`config.mk`:
```
export PLATFORM = sky130hd
export DESIGN_NAME = adc_sample_packetiser_control
export DESIGN_NICKNAME = d
export VERILOG_FILES = /design/src/rtl/conv_pkg.sv /design/src/rtl/adc_sample_packetiser_control.sv /design/src/rtl/sample_fifo.sv
export SDC_FILE = /design/constraint.sdc
export NUM_CORES = 1
export LEC_CHECK = 0
export BUFFER_PORTS_ARGS = -buffer_cell sky130_fd_sc_hd__buf_2
export CELL_PAD_IN_SITES_DETAIL_PLACEMENT = 1
export CELL_PAD_IN_SITES_GLOBAL_PLACEMENT = 2
export CORE_UTILIZATION = 40
export DETAILED_ROUTE_END_ITERATION = 16
export PLACE_DENSITY = 0.71
export REMOVE_ABC_BUFFERS = 1
export SYNTH_ARGS = -nofsm -noshare
export SYNTH_HDL_FRONTEND = slang
export SYNTH_SLANG_ARGS = --single-unit
```
`constraint.sdc`:
```
create_clock -name i_clk -period 18.7 [get_ports i_clk]
set_clock_uncertainty 0.15 [all_clocks]
set_input_delay 0.935 -clock i_clk [delete_from_list [all_inputs] [get_ports i_clk]]
set_output_delay 0.935 -clock i_clk [all_outputs]
set_load 0.02 [all_outputs]
```
`src/rtl/conv_pkg.sv`:
```
// Shared constants for the converter sample packetiser
`default_nettype none
package conv_pkg;
  localparam int          NUM_INPUTS     = 4;
  localparam int          RESULT_W       = 12;
  localparam int          DEST_W         = 24;
  localparam int          ADDR_W         = 8;
  // Register byte offsets
  localparam logic [7:0]  OFS_INPUT_BASE = 8'h00;
  localparam logic [7:0]  OFS_GENERAL    = 8'h20;
  // Per-input control fields
  localparam int          IN_EN_BIT      = 0;
  localparam int          IN_DEST_LSB    = 8;
  localparam int          IN_DEST_MSB    = 31;
  // General control fields
  localparam int          GEN_EN_BIT     = 0;
  localparam int          GEN_CAL_BIT    = 1;
  localparam int          GEN_SPP_LSB    = 8;
  localparam int          GEN_SPP_MSB    = 15;
  localparam int          GEN_WID_LSB    = 16;
  localparam int          GEN_WID_MSB    = 17;
  localparam int          GEN_DROP_BIT   = 24;
  // Reset values of general control fields
  localparam logic        RST_DROP       = 1'b1;
  localparam logic [1:0]  RST_WIDTH      = 2'h1;
  localparam logic [7:0]  RST_SPP        = 8'h01;
  localparam logic        RST_CAL        = 1'b0;
  localparam logic        RST_EN         = 1'b0;
  // Sample width codes
  localparam logic [1:0]  WID_8          = 2'h0;
  localparam logic [1:0]  WID_16         = 2'h1;
  localparam logic [1:0]  WID_32         = 2'h3;
  // Trigger pulses swallowed after each enable
  localparam logic [2:0]  WARMUP_PULSES  = 3'h6;
  // Sample queue
  localparam int          FIFO_DEPTH     = 4;
  localparam int          ENTRY_W        = DEST_W + RESULT_W + 2;
  typedef enum logic [2:0] {
    ST_IDLE = 3'b001,
    ST_SEND = 3'b010,
    ST_END  = 3'b100
  } link_state_type;
endpackage : conv_pkg
`default_nettype wire

```
`src/rtl/adc_sample_packetiser_control.sv`:
```
// Converter control: input sequencing, sample formatting and packetising
// How it works
// - Dropped flag sets on loss, clears on read
// - Width code 0 sends top eight bits
// - Width code 1 sends 16 bits, MSB first
// - Width code 3 sends 32 bits, MSB first
// - Close packet after programmed sample count
// - Count zero: close on register access
// - Calibration bit selects internal reference
// - Enable converts; per-input registers then read-only
// - Six warm-up pulses produce no packets
// - Seventh pulse onward delivers samples
// - Warm-up restarts on every enable rise
// - Each trigger rise converts next input
// - Only enabled inputs join the sequence
// - Samples go to input's destination
// - Results are twelve bits before formatting
`default_nettype none
module adc_sample_packetiser_control (
  input  wire logic        i_clk,
  input  wire logic        i_rstn,
  input  wire logic        i_ce,
  // Register port
  input  wire logic        i_reg_wr,
  input  wire logic        i_reg_rd,
  input  wire logic [7:0]  i_reg_addr,
  input  wire logic [31:0] i_reg_wdata,
  output logic [31:0]      o_reg_rdata,
  output logic             o_reg_rvalid,
  // Converter front end
  input  wire logic        i_trigger,
  input  wire logic [11:0] i_conv_data,
  output logic [1:0]       o_conv_sel,
  output logic             o_cal_select,
  // Outgoing link toward the channel-end
  output logic             o_link_valid,
  output logic [7:0]       o_link_byte,
  output logic             o_link_end,
  output logic [23:0]      o_link_dest,
  input  wire logic        i_link_ready
);
  localparam int NI = conv_pkg::NUM_INPUTS;

  logic [1:0]  rst_sync_q;
  logic        rst_n;
  logic [2:0]  trig_sync_q;
  logic [11:0] data_s1_q;
  logic [11:0] data_s2_q;
  logic        trig_rise;

  logic [NI-1:0] in_en_q;
  logic [23:0]   in_dest_q [NI];
  logic          en_q;
  logic          cal_q;
  logic [7:0]    spp_q;
  logic [1:0]    wid_q;
  logic          drop_q;

  logic          in_sel;
  logic          wr_in;
  logic          wr_gen;
  logic          rd_gen;
  logic          en_rise;
  logic [2:0]    warm_q;
  logic [1:0]    last_q;
  logic          take;
  logic          fifo_wr_ready;
  logic          fifo_rd_valid;
  logic          fifo_pop;
  logic [conv_pkg::ENTRY_W-1:0] fifo_wdata;
  logic [conv_pkg::ENTRY_W-1:0] fifo_rdata;

  conv_pkg::link_state_type state_q;
  logic [31:0] shift_q;
  logic [1:0]  bytes_left_q;
  logic [7:0]  pkt_cnt_q;
  logic        pkt_open_q;
  logic        close_req_q;
  logic [23:0] head_dest;

  function automatic logic [1:0] next_input(input logic [1:0] cur,
                                            input logic [NI-1:0] en);
    logic [1:0] r;
    r = cur;
    for (int k = NI - 1; k >= 1; k--) begin
      if (en[2'(cur + 2'(k))]) begin
        r = 2'(cur + 2'(k));
      end
    end
    return r;
  endfunction : next_input

  // Reset release through two flops
  always_ff @(posedge i_clk or negedge i_rstn) begin
    if (!i_rstn) begin
      rst_sync_q <= 2'h0;
    end else begin
      rst_sync_q <= {rst_sync_q[0], 1'b1};
    end
  end
  assign rst_n = rst_sync_q[1];

  // Pin inputs synchronised; edge detect uses only the second stage onward
  always_ff @(posedge i_clk or negedge rst_n) begin
    if (!rst_n) begin
      trig_sync_q <= 3'h0;
      data_s1_q   <= 12'h000;
      data_s2_q   <= 12'h000;
    end else if (i_ce) begin
      trig_sync_q <= {trig_sync_q[1:0], i_trigger};
      data_s1_q   <= i_conv_data;
      data_s2_q   <= data_s1_q;
    end
  end
  assign trig_rise = trig_sync_q[1] && !trig_sync_q[2];

  // Per-input words sit at 0x00 to 0x0C; bits 3:2 pick the input
  assign in_sel = (i_reg_addr[7:4] == conv_pkg::OFS_INPUT_BASE[7:4])
                  && (i_reg_addr[1:0] == 2'h0);
  assign wr_in  = i_reg_wr && in_sel;
  assign wr_gen = i_reg_wr && (i_reg_addr == conv_pkg::OFS_GENERAL);
  assign rd_gen = i_reg_rd && (i_reg_addr == conv_pkg::OFS_GENERAL);
  assign en_rise = wr_gen && !en_q && i_reg_wdata[conv_pkg::GEN_EN_BIT];

  // Per-input control, write-locked while enabled
  for (genvar g = 0; g < NI; g++) begin : g_input
    always_ff @(posedge i_clk or negedge rst_n) begin
      if (!rst_n) begin
        in_en_q[g]   <= 1'b0;
        in_dest_q[g] <= 24'h000000;
      end else if (i_ce && wr_in && !en_q
                   && i_reg_addr[3:2] == 2'(g)) begin
        in_en_q[g]   <= i_reg_wdata[conv_pkg::IN_EN_BIT];
        in_dest_q[g] <= i_reg_wdata[conv_pkg::IN_DEST_MSB:
                                    conv_pkg::IN_DEST_LSB];
      end
    end
  end

  // General control
  always_ff @(posedge i_clk or negedge rst_n) begin
    if (!rst_n) begin
      en_q  <= conv_pkg::RST_EN;
      cal_q <= conv_pkg::RST_CAL;
      spp_q <= conv_pkg::RST_SPP;
      wid_q <= conv_pkg::RST_WIDTH;
    end else if (i_ce && wr_gen) begin
      en_q  <= i_reg_wdata[conv_pkg::GEN_EN_BIT];
      cal_q <= i_reg_wdata[conv_pkg::GEN_CAL_BIT];
      spp_q <= i_reg_wdata[conv_pkg::GEN_SPP_MSB:conv_pkg::GEN_SPP_LSB];
      wid_q <= i_reg_wdata[conv_pkg::GEN_WID_MSB:conv_pkg::GEN_WID_LSB];
    end
  end

  // Dropped flag: a loss in the read cycle survives the clear
  always_ff @(posedge i_clk or negedge rst_n) begin
    if (!rst_n) begin
      drop_q <= conv_pkg::RST_DROP;
    end else if (i_ce) begin
      if (take && !fifo_wr_ready) begin
        drop_q <= 1'b1;
      end else if (rd_gen) begin
        drop_q <= 1'b0;
      end
    end
  end

  // Register read data
  always_ff @(posedge i_clk or negedge rst_n) begin
    if (!rst_n) begin
      o_reg_rdata  <= 32'h00000000;
      o_reg_rvalid <= 1'b0;
    end else if (i_ce) begin
      o_reg_rvalid <= i_reg_rd;
      o_reg_rdata  <= 32'h00000000;
      if (rd_gen) begin
        o_reg_rdata <= {7'h00, drop_q, 6'h00, wid_q, spp_q, 6'h00,
                        cal_q, en_q};
      end else if (i_reg_rd && in_sel) begin
        o_reg_rdata <= {in_dest_q[i_reg_addr[3:2]], 7'h00,
                        in_en_q[i_reg_addr[3:2]]};
      end
    end
  end

  // Warm-up count restarts on each enable rise
  assign take = en_q && trig_rise && (warm_q == conv_pkg::WARMUP_PULSES)
                && (in_en_q != '0);
  always_ff @(posedge i_clk or negedge rst_n) begin
    if (!rst_n) begin
      warm_q <= 3'h0;
    end else if (i_ce) begin
      if (en_rise) begin
        warm_q <= 3'h0;
      end else if (en_q && trig_rise
                   && warm_q != conv_pkg::WARMUP_PULSES) begin
        warm_q <= warm_q + 3'h1;
      end
    end
  end

  // Input sequencing: the mux always points at the next enabled input
  always_ff @(posedge i_clk or negedge rst_n) begin
    if (!rst_n) begin
      last_q       <= 2'h3;
      o_conv_sel   <= 2'h0;
      o_cal_select <= 1'b0;
    end else if (i_ce) begin
      o_cal_select <= cal_q;
      if (en_q && trig_rise) begin
        last_q <= o_conv_sel;
      end
      o_conv_sel <= next_input(last_q, in_en_q);
    end
  end

  // Queue entry: destination, raw 12-bit result, byte count less one
  assign fifo_wdata = {in_dest_q[o_conv_sel], data_s2_q,
                       (wid_q == conv_pkg::WID_8)  ? 2'h0 :
                       (wid_q == conv_pkg::WID_32) ? 2'h3 :
                                                     2'h1};

  sample_fifo #(
    .WIDTH (conv_pkg::ENTRY_W),
    .DEPTH (conv_pkg::FIFO_DEPTH)
  ) u_fifo (
    .i_clk      (i_clk),
    .i_rst_n    (rst_n),
    .i_ce       (i_ce),
    .i_wr_valid (take),
    .o_wr_ready (fifo_wr_ready),
    .i_wr_data  (fifo_wdata),
    .o_rd_valid (fifo_rd_valid),
    .i_rd_ready (fifo_pop),
    .o_rd_data  (fifo_rdata)
  );

  assign head_dest = fifo_rdata[conv_pkg::ENTRY_W-1 -: 24];
  assign fifo_pop  = (state_q == conv_pkg::ST_IDLE) && fifo_rd_valid
                     && !(pkt_open_q && (close_req_q
                          || head_dest != o_link_dest));

  // Close request on any register access while the count is zero
  always_ff @(posedge i_clk or negedge rst_n) begin
    if (!rst_n) begin
      close_req_q <= 1'b0;
    end else if (i_ce) begin
      if ((i_reg_wr || i_reg_rd) && spp_q == 8'h00) begin
        close_req_q <= 1'b1;
      end else if (!pkt_open_q
                   || (state_q == conv_pkg::ST_END && i_link_ready)) begin
        close_req_q <= 1'b0;
      end
    end
  end

  // Link serialiser, most significant byte first
  always_ff @(posedge i_clk or negedge rst_n) begin
    if (!rst_n) begin
      state_q      <= conv_pkg::ST_IDLE;
      shift_q      <= 32'h00000000;
      bytes_left_q <= 2'h0;
      pkt_cnt_q    <= 8'h00;
      pkt_open_q   <= 1'b0;
      o_link_valid <= 1'b0;
      o_link_byte  <= 8'h00;
      o_link_end   <= 1'b0;
      o_link_dest  <= 24'h000000;
    end else if (i_ce) begin
      unique case (state_q)
        conv_pkg::ST_IDLE: begin
          if (pkt_open_q && (close_req_q || (fifo_rd_valid
              && head_dest != o_link_dest))) begin
            state_q      <= conv_pkg::ST_END;
            o_link_valid <= 1'b1;
            o_link_end   <= 1'b1;
          end else if (fifo_pop) begin
            // Left aligned: padding zeros fall below the result
            shift_q      <= {fifo_rdata[5:2], 28'h0000000};
            o_link_byte  <= fifo_rdata[13:6];
            bytes_left_q <= fifo_rdata[1:0];
            o_link_dest  <= head_dest;
            o_link_valid <= 1'b1;
            o_link_end   <= 1'b0;
            pkt_open_q   <= 1'b1;
            state_q      <= conv_pkg::ST_SEND;
          end
        end
        conv_pkg::ST_SEND: begin
          if (i_link_ready) begin
            if (bytes_left_q != 2'h0) begin
              o_link_byte  <= shift_q[31:24];
              shift_q      <= {shift_q[23:0], 8'h00};
              bytes_left_q <= bytes_left_q - 2'h1;
            end else if (spp_q != 8'h00
                         && pkt_cnt_q + 8'h01 == spp_q) begin
              pkt_cnt_q  <= 8'h00;
              o_link_end <= 1'b1;
              state_q    <= conv_pkg::ST_END;
            end else begin
              pkt_cnt_q    <= pkt_cnt_q + 8'h01;
              o_link_valid <= 1'b0;
              state_q      <= conv_pkg::ST_IDLE;
            end
          end
        end
        conv_pkg::ST_END: begin
          if (i_link_ready) begin
            o_link_valid <= 1'b0;
            o_link_end   <= 1'b0;
            pkt_open_q   <= 1'b0;
            pkt_cnt_q    <= 8'h00;
            state_q      <= conv_pkg::ST_IDLE;
          end
        end
      endcase
    end
  end
endmodule : adc_sample_packetiser_control
`default_nettype wire

```
`src/rtl/sample_fifo.sv`:
```
// Small synchronous FIFO holding samples waiting for the link
`default_nettype none
module sample_fifo #(
  parameter int WIDTH = 8,
  parameter int DEPTH = 4
) (
  input  wire logic             i_clk,
  input  wire logic             i_rst_n,
  input  wire logic             i_ce,
  input  wire logic             i_wr_valid,
  output logic                  o_wr_ready,
  input  wire logic [WIDTH-1:0] i_wr_data,
  output logic                  o_rd_valid,
  input  wire logic             i_rd_ready,
  output logic [WIDTH-1:0]      o_rd_data
);
  localparam int PW = $clog2(DEPTH);

  logic [WIDTH-1:0] mem_q [DEPTH];
  logic [PW-1:0]    wr_ptr_q;
  logic [PW-1:0]    rd_ptr_q;
  logic [PW:0]      count_q;
  logic             push;
  logic             pop;

  assign push       = i_wr_valid && o_wr_ready;
  assign pop        = o_rd_valid && i_rd_ready;
  assign o_wr_ready = (count_q != (PW+1)'(DEPTH));
  assign o_rd_valid = (count_q != '0);
  assign o_rd_data  = mem_q[rd_ptr_q];

  always_ff @(posedge i_clk) begin
    if (i_ce && push) begin
      mem_q[wr_ptr_q] <= i_wr_data;
    end
  end

  always_ff @(posedge i_clk or negedge i_rst_n) begin
    if (!i_rst_n) begin
      wr_ptr_q <= '0;
      rd_ptr_q <= '0;
      count_q  <= '0;
    end else if (i_ce) begin
      if (push) begin
        wr_ptr_q <= (wr_ptr_q == PW'(DEPTH - 1)) ? '0 : wr_ptr_q + 1'b1;
      end
      if (pop) begin
        rd_ptr_q <= (rd_ptr_q == PW'(DEPTH - 1)) ? '0 : rd_ptr_q + 1'b1;
      end
      if (push && !pop) begin
        count_q <= count_q + 1'b1;
      end else if (pop && !push) begin
        count_q <= count_q - 1'b1;
      end
    end
  end
endmodule : sample_fifo
`default_nettype wire

```
==> impl_summary.log <==
INFO  metric crit_path_cell_trace = buf_4 > mux4_2 > xnor2_1 > nand4_1 > nor4_2 > a31oi_1 > nand2b_1 > ha_1 > inv_1 > fa_1 > mux2_2
INFO  metric r2r.worst_path.cells = 11
INFO  metric critPathMaxFanout = 31
INFO  metric async_reset_ff_share = 60.9%
INFO  metric max_slew_margin = 25.1%
INFO  metric postSynth.topFlopCell = dfrtp_1
INFO  metric ys_seq_elements = 389
INFO  metric die_width = 208 um
INFO  metric hold_slack = just over 0.2 ns
INFO  metric clk_path_buf_depth = 3
INFO  metric drtPass1Iterations = 4
INFO  metric number_of_global_route_vias_before_repair = 10700
INFO  metric sw_frac_of_total = 30.6%
INFO  metric dieHeight = 208 um
INFO  metric final_period_utilization = 25.6%
INFO  metric setup.worst_path.end = u_fifo.count_q[1]
INFO  metric drt-vias-per-instance = 5.38
INFO  metric clock_transition_at_path_regs = 0.06 ns
INFO  metric synthesis.yosys.warnings = 0
INFO  metric netlist_instances = 1100
INFO  metric die_area = 0.0433 mm2
INFO  metric critPathCaptureType = flip-flop
INFO  metric routed_wire_length_per_instance = ~22 um
INFO  metric fp.coreArea = 0.0419 mm2
INFO  metric grt_resource_usage_total = 18.7%
INFO  metric first_pass_grt_wire_length = a little over 60000 um
INFO  metric dp_hpwl = between 20000 and 25000 um
INFO  metric rows = between 70 and 80
INFO  metric insertion_delay = 0.57 ns
INFO  metric h_tree_lvls = 2
INFO  metric timing.rr.end = u_fifo.count_q[1]
INFO  metric place_inst = 1714
INFO  metric total_power = 2.40 mW
INFO  metric hold_viol = 0
INFO  metric crit_path_buffers_inverters = 2
INFO  metric syn_area_per_cell = 15.4 um2
INFO  metric final_layout_size_suffix_gt1_share = 35.7%
INFO  metric timing.max_cap.violations = 0
INFO  metric leakage_power_summed_over_all_cells = slightly above 8 nW
INFO  metric finalCoreUtilization = 46.3%
INFO  metric clock_sink_count = 389
INFO  metric worstPathRequired = about 19 ns
INFO  metric stdcell_count = 1796
INFO  metric report.final.slew_viol_count = 0
INFO  metric start_kind = flip-flop
INFO  metric seq_power_share = 44.9%
INFO  metric pwr_density_cell = 123 mW/mm2
INFO  metric worst_path_max_delay_cell = dfrtp_2
INFO  metric synth_top_area_share = around a third
INFO  metric gpl.final_weighted_congestion = around 0.75
INFO  metric multi_input_comb_area = 0.00604 mm2
INFO  metric power.ir.vdd_worst = 0.0717 mV
INFO  metric critPathKind = reg2reg
INFO  metric grt_setup_unrepaired = no
INFO  metric antenna_found_initial = 0
INFO  metric period_minus_slack = 4.80 ns
INFO  metric startpoint = u_fifo.rd_ptr_q[0]
INFO  metric min-delay-path-class = reg2reg
INFO  metric overflow = 0
INFO  metric max_freq = approximately 210 MHz
INFO  metric routed_wirelength = just under 40000 um
INFO  metric grt_max_degree = 141
INFO  metric cell_internal_pwr = 1.66 mW
INFO  metric share_clk_of_total_power = 33.2%
INFO  metric setup_violations = 0
INFO  metric drt_iter0_drc = 479
INFO  metric synth_largest_area_cell = dfrtp_1
INFO  metric count_of_input_and_output_buffers = 116
INFO  metric cts_setup_buffers = 0
INFO  metric regArea = 0.0105 mm2
INFO  metric crit_family = simple AND/OR/NAND/NOR gates
INFO  metric floorplan.initialDensity = 40.5%
INFO  metric yosys-top-cells-area = dfrtp_1 (34%), edfxtp_1 (27%), mux4_2 (11%)
INFO  metric synth.most_common_cell = dfrtp_1
INFO  metric max_stage_delay = roughly 0.73 ns
INFO  metric design.final.nets = 1292
INFO  metric ys_top_cells_by_count = dfrtp_1 (231), mux2_2 (153), edfxtp_1 (152)
INFO  metric antenna-diode-count = 0
INFO  metric setup_total_negative_slack = 0 ns
INFO  metric route.detailed.drc = 0
INFO  metric cts-buffers-inserted = 44
INFO  metric cts_tree = built
INFO  metric reg2reg_setup_slack = 13.90 ns
INFO  metric r2r_start = u_fifo.rd_ptr_q[0]
INFO  metric synth-edff-count = 152
INFO  metric clock-root-buffer = clkbuf_16
INFO  metric area_delta_synth_final = 14.4%
INFO  metric run_status = finished clean
INFO  metric number_of_hold_repair_buffers_added_at_the_cts_stage = 1
INFO  metric synth_sequential_area_ratio = between 60% and 70%
INFO  metric worstSetupPathDepth = 11
INFO  metric filler_cell_count = between 4000 and 5000
INFO  metric vias = 9663
INFO  metric ant_nets = 0
INFO  metric worstPathArrival = 5.10 ns
INFO  metric worst_pin_slew = 1.12 ns
INFO  metric power.switching = 734 uW
INFO  metric comb_power_share = 21.9%
INFO  metric netlist_area = 0.0170 mm2
INFO  metric floorplan.io_pins = 129
INFO  metric synth.distinct_cells = 62
INFO  metric cts_resized = 0
through the flow:
step	setup slack (ns)	cell area, um2
after floorplan	11.47	16700
after global placement	13.86	18100
after detailed placement	13.84	18100
after CTS	13.84	19400
after global routing	13.65	19400
final	13.90	19400
worst min-delay path by stage:
stage                    endpoint  slack [ns]           from  cells after the start
floorplan           rst_sync_q[1]        0.18  rst_sync_q[0]                      0
global placement    rst_sync_q[1]        0.19  rst_sync_q[0]                      0
detailed placement  rst_sync_q[1]        0.19  rst_sync_q[0]                      0
CTS                 rst_sync_q[1]        0.21  rst_sync_q[0]                      0
global route        rst_sync_q[1]        0.23  rst_sync_q[0]                      0
finish              rst_sync_q[1]        0.20  rst_sync_q[0]                      0
cell usage in the layout (no fill, tap or decap), drive strengths merged, types with 12 or more instances in the layout:
cell / synthesis / layout
a21oi: 15 / 15
clkinv: 1 / 18
buf: 26 / 129
o21ai: 49 / 49
mux4: 82 / 82
nand2: 71 / 71
edfxtp: 152 / 152
nor2: 23 / 23
nor2b: 13 / 13
inv: 53 / 54
xor2: 12 / 12
a22oi: 14 / 14
mux2i: 25 / 25
xnor2: 30 / 30
mux2: 172 / 172
dfrtp: 231 / 231
clkbuf: 33 / 60
layout make-up:
class	count	area share, %
inverter	54	1.04
sequential	389	54.1
timing repair buffer	130	3.60
tap	539	3.47
multi-input combinational	603	31.1
clock buffer	60	6.02
clock inverter	21	0.734
sequential cells by signal (all words and copies together) (netlist names), 4 cells and up:
name and flops:
u_fifo.mem_q 152, in_dest_q 96, o_reg_rdata 26, o_link_dest 24, data_s1_q 12, data_s2_q 12
o_link_byte 8, pkt_cnt_q 8, spp_q 8, in_en_q 4, shift_q 4
per-layer routing:
| layer | track usage (%) | vias to the layer above | part of all wire [%] |
|---|---|---|---|
| met1 | 24.7 | 5107 | 45 |
| met5 | 0 | - | 0 |
| met2 | 31.2 | 167 | 49 |
| met3 | 3.70 | 66 | 4.0 |
| li1 | - | 4323 | - |
| met4 | 5.95 | 0 | 2.5 |
power by group through the flow:
stage	combinational (mW)	sequential, mW	clock [mW]
floorplan	0.318	1.13	0
global placement	0.525	1.09	0
detailed placement	0.534	1.10	0
CTS	0.537	1.08	0.822
global route	0.579	1.10	0.851
finish	0.525	1.08	0.796
logic make-up (layout without fill, tap and decap cells):
| logic type | count (synthesis) | in the layout | share of synthesized area, % |
|---|---|---|---|
| AO/OA/AOI/OAI | 106 | 106 | 3.81 |
| XOR/XNOR | 43 | 43 | 2.30 |
| adder cells (fa/ha/maj) | 11 | 11 | 0.854 |
| buffers and inverters | 113 | 265 | 2.86 |
| flip-flops | 389 | 389 | 61.8 |
| multiplexers | 279 | 279 | 23.7 |
| other | 2 | 7 | 0.0442 |
| AND/OR/NAND/NOR | 157 | 157 | 4.58 |
No activity file was read; power rests on OpenSTA's default activity.
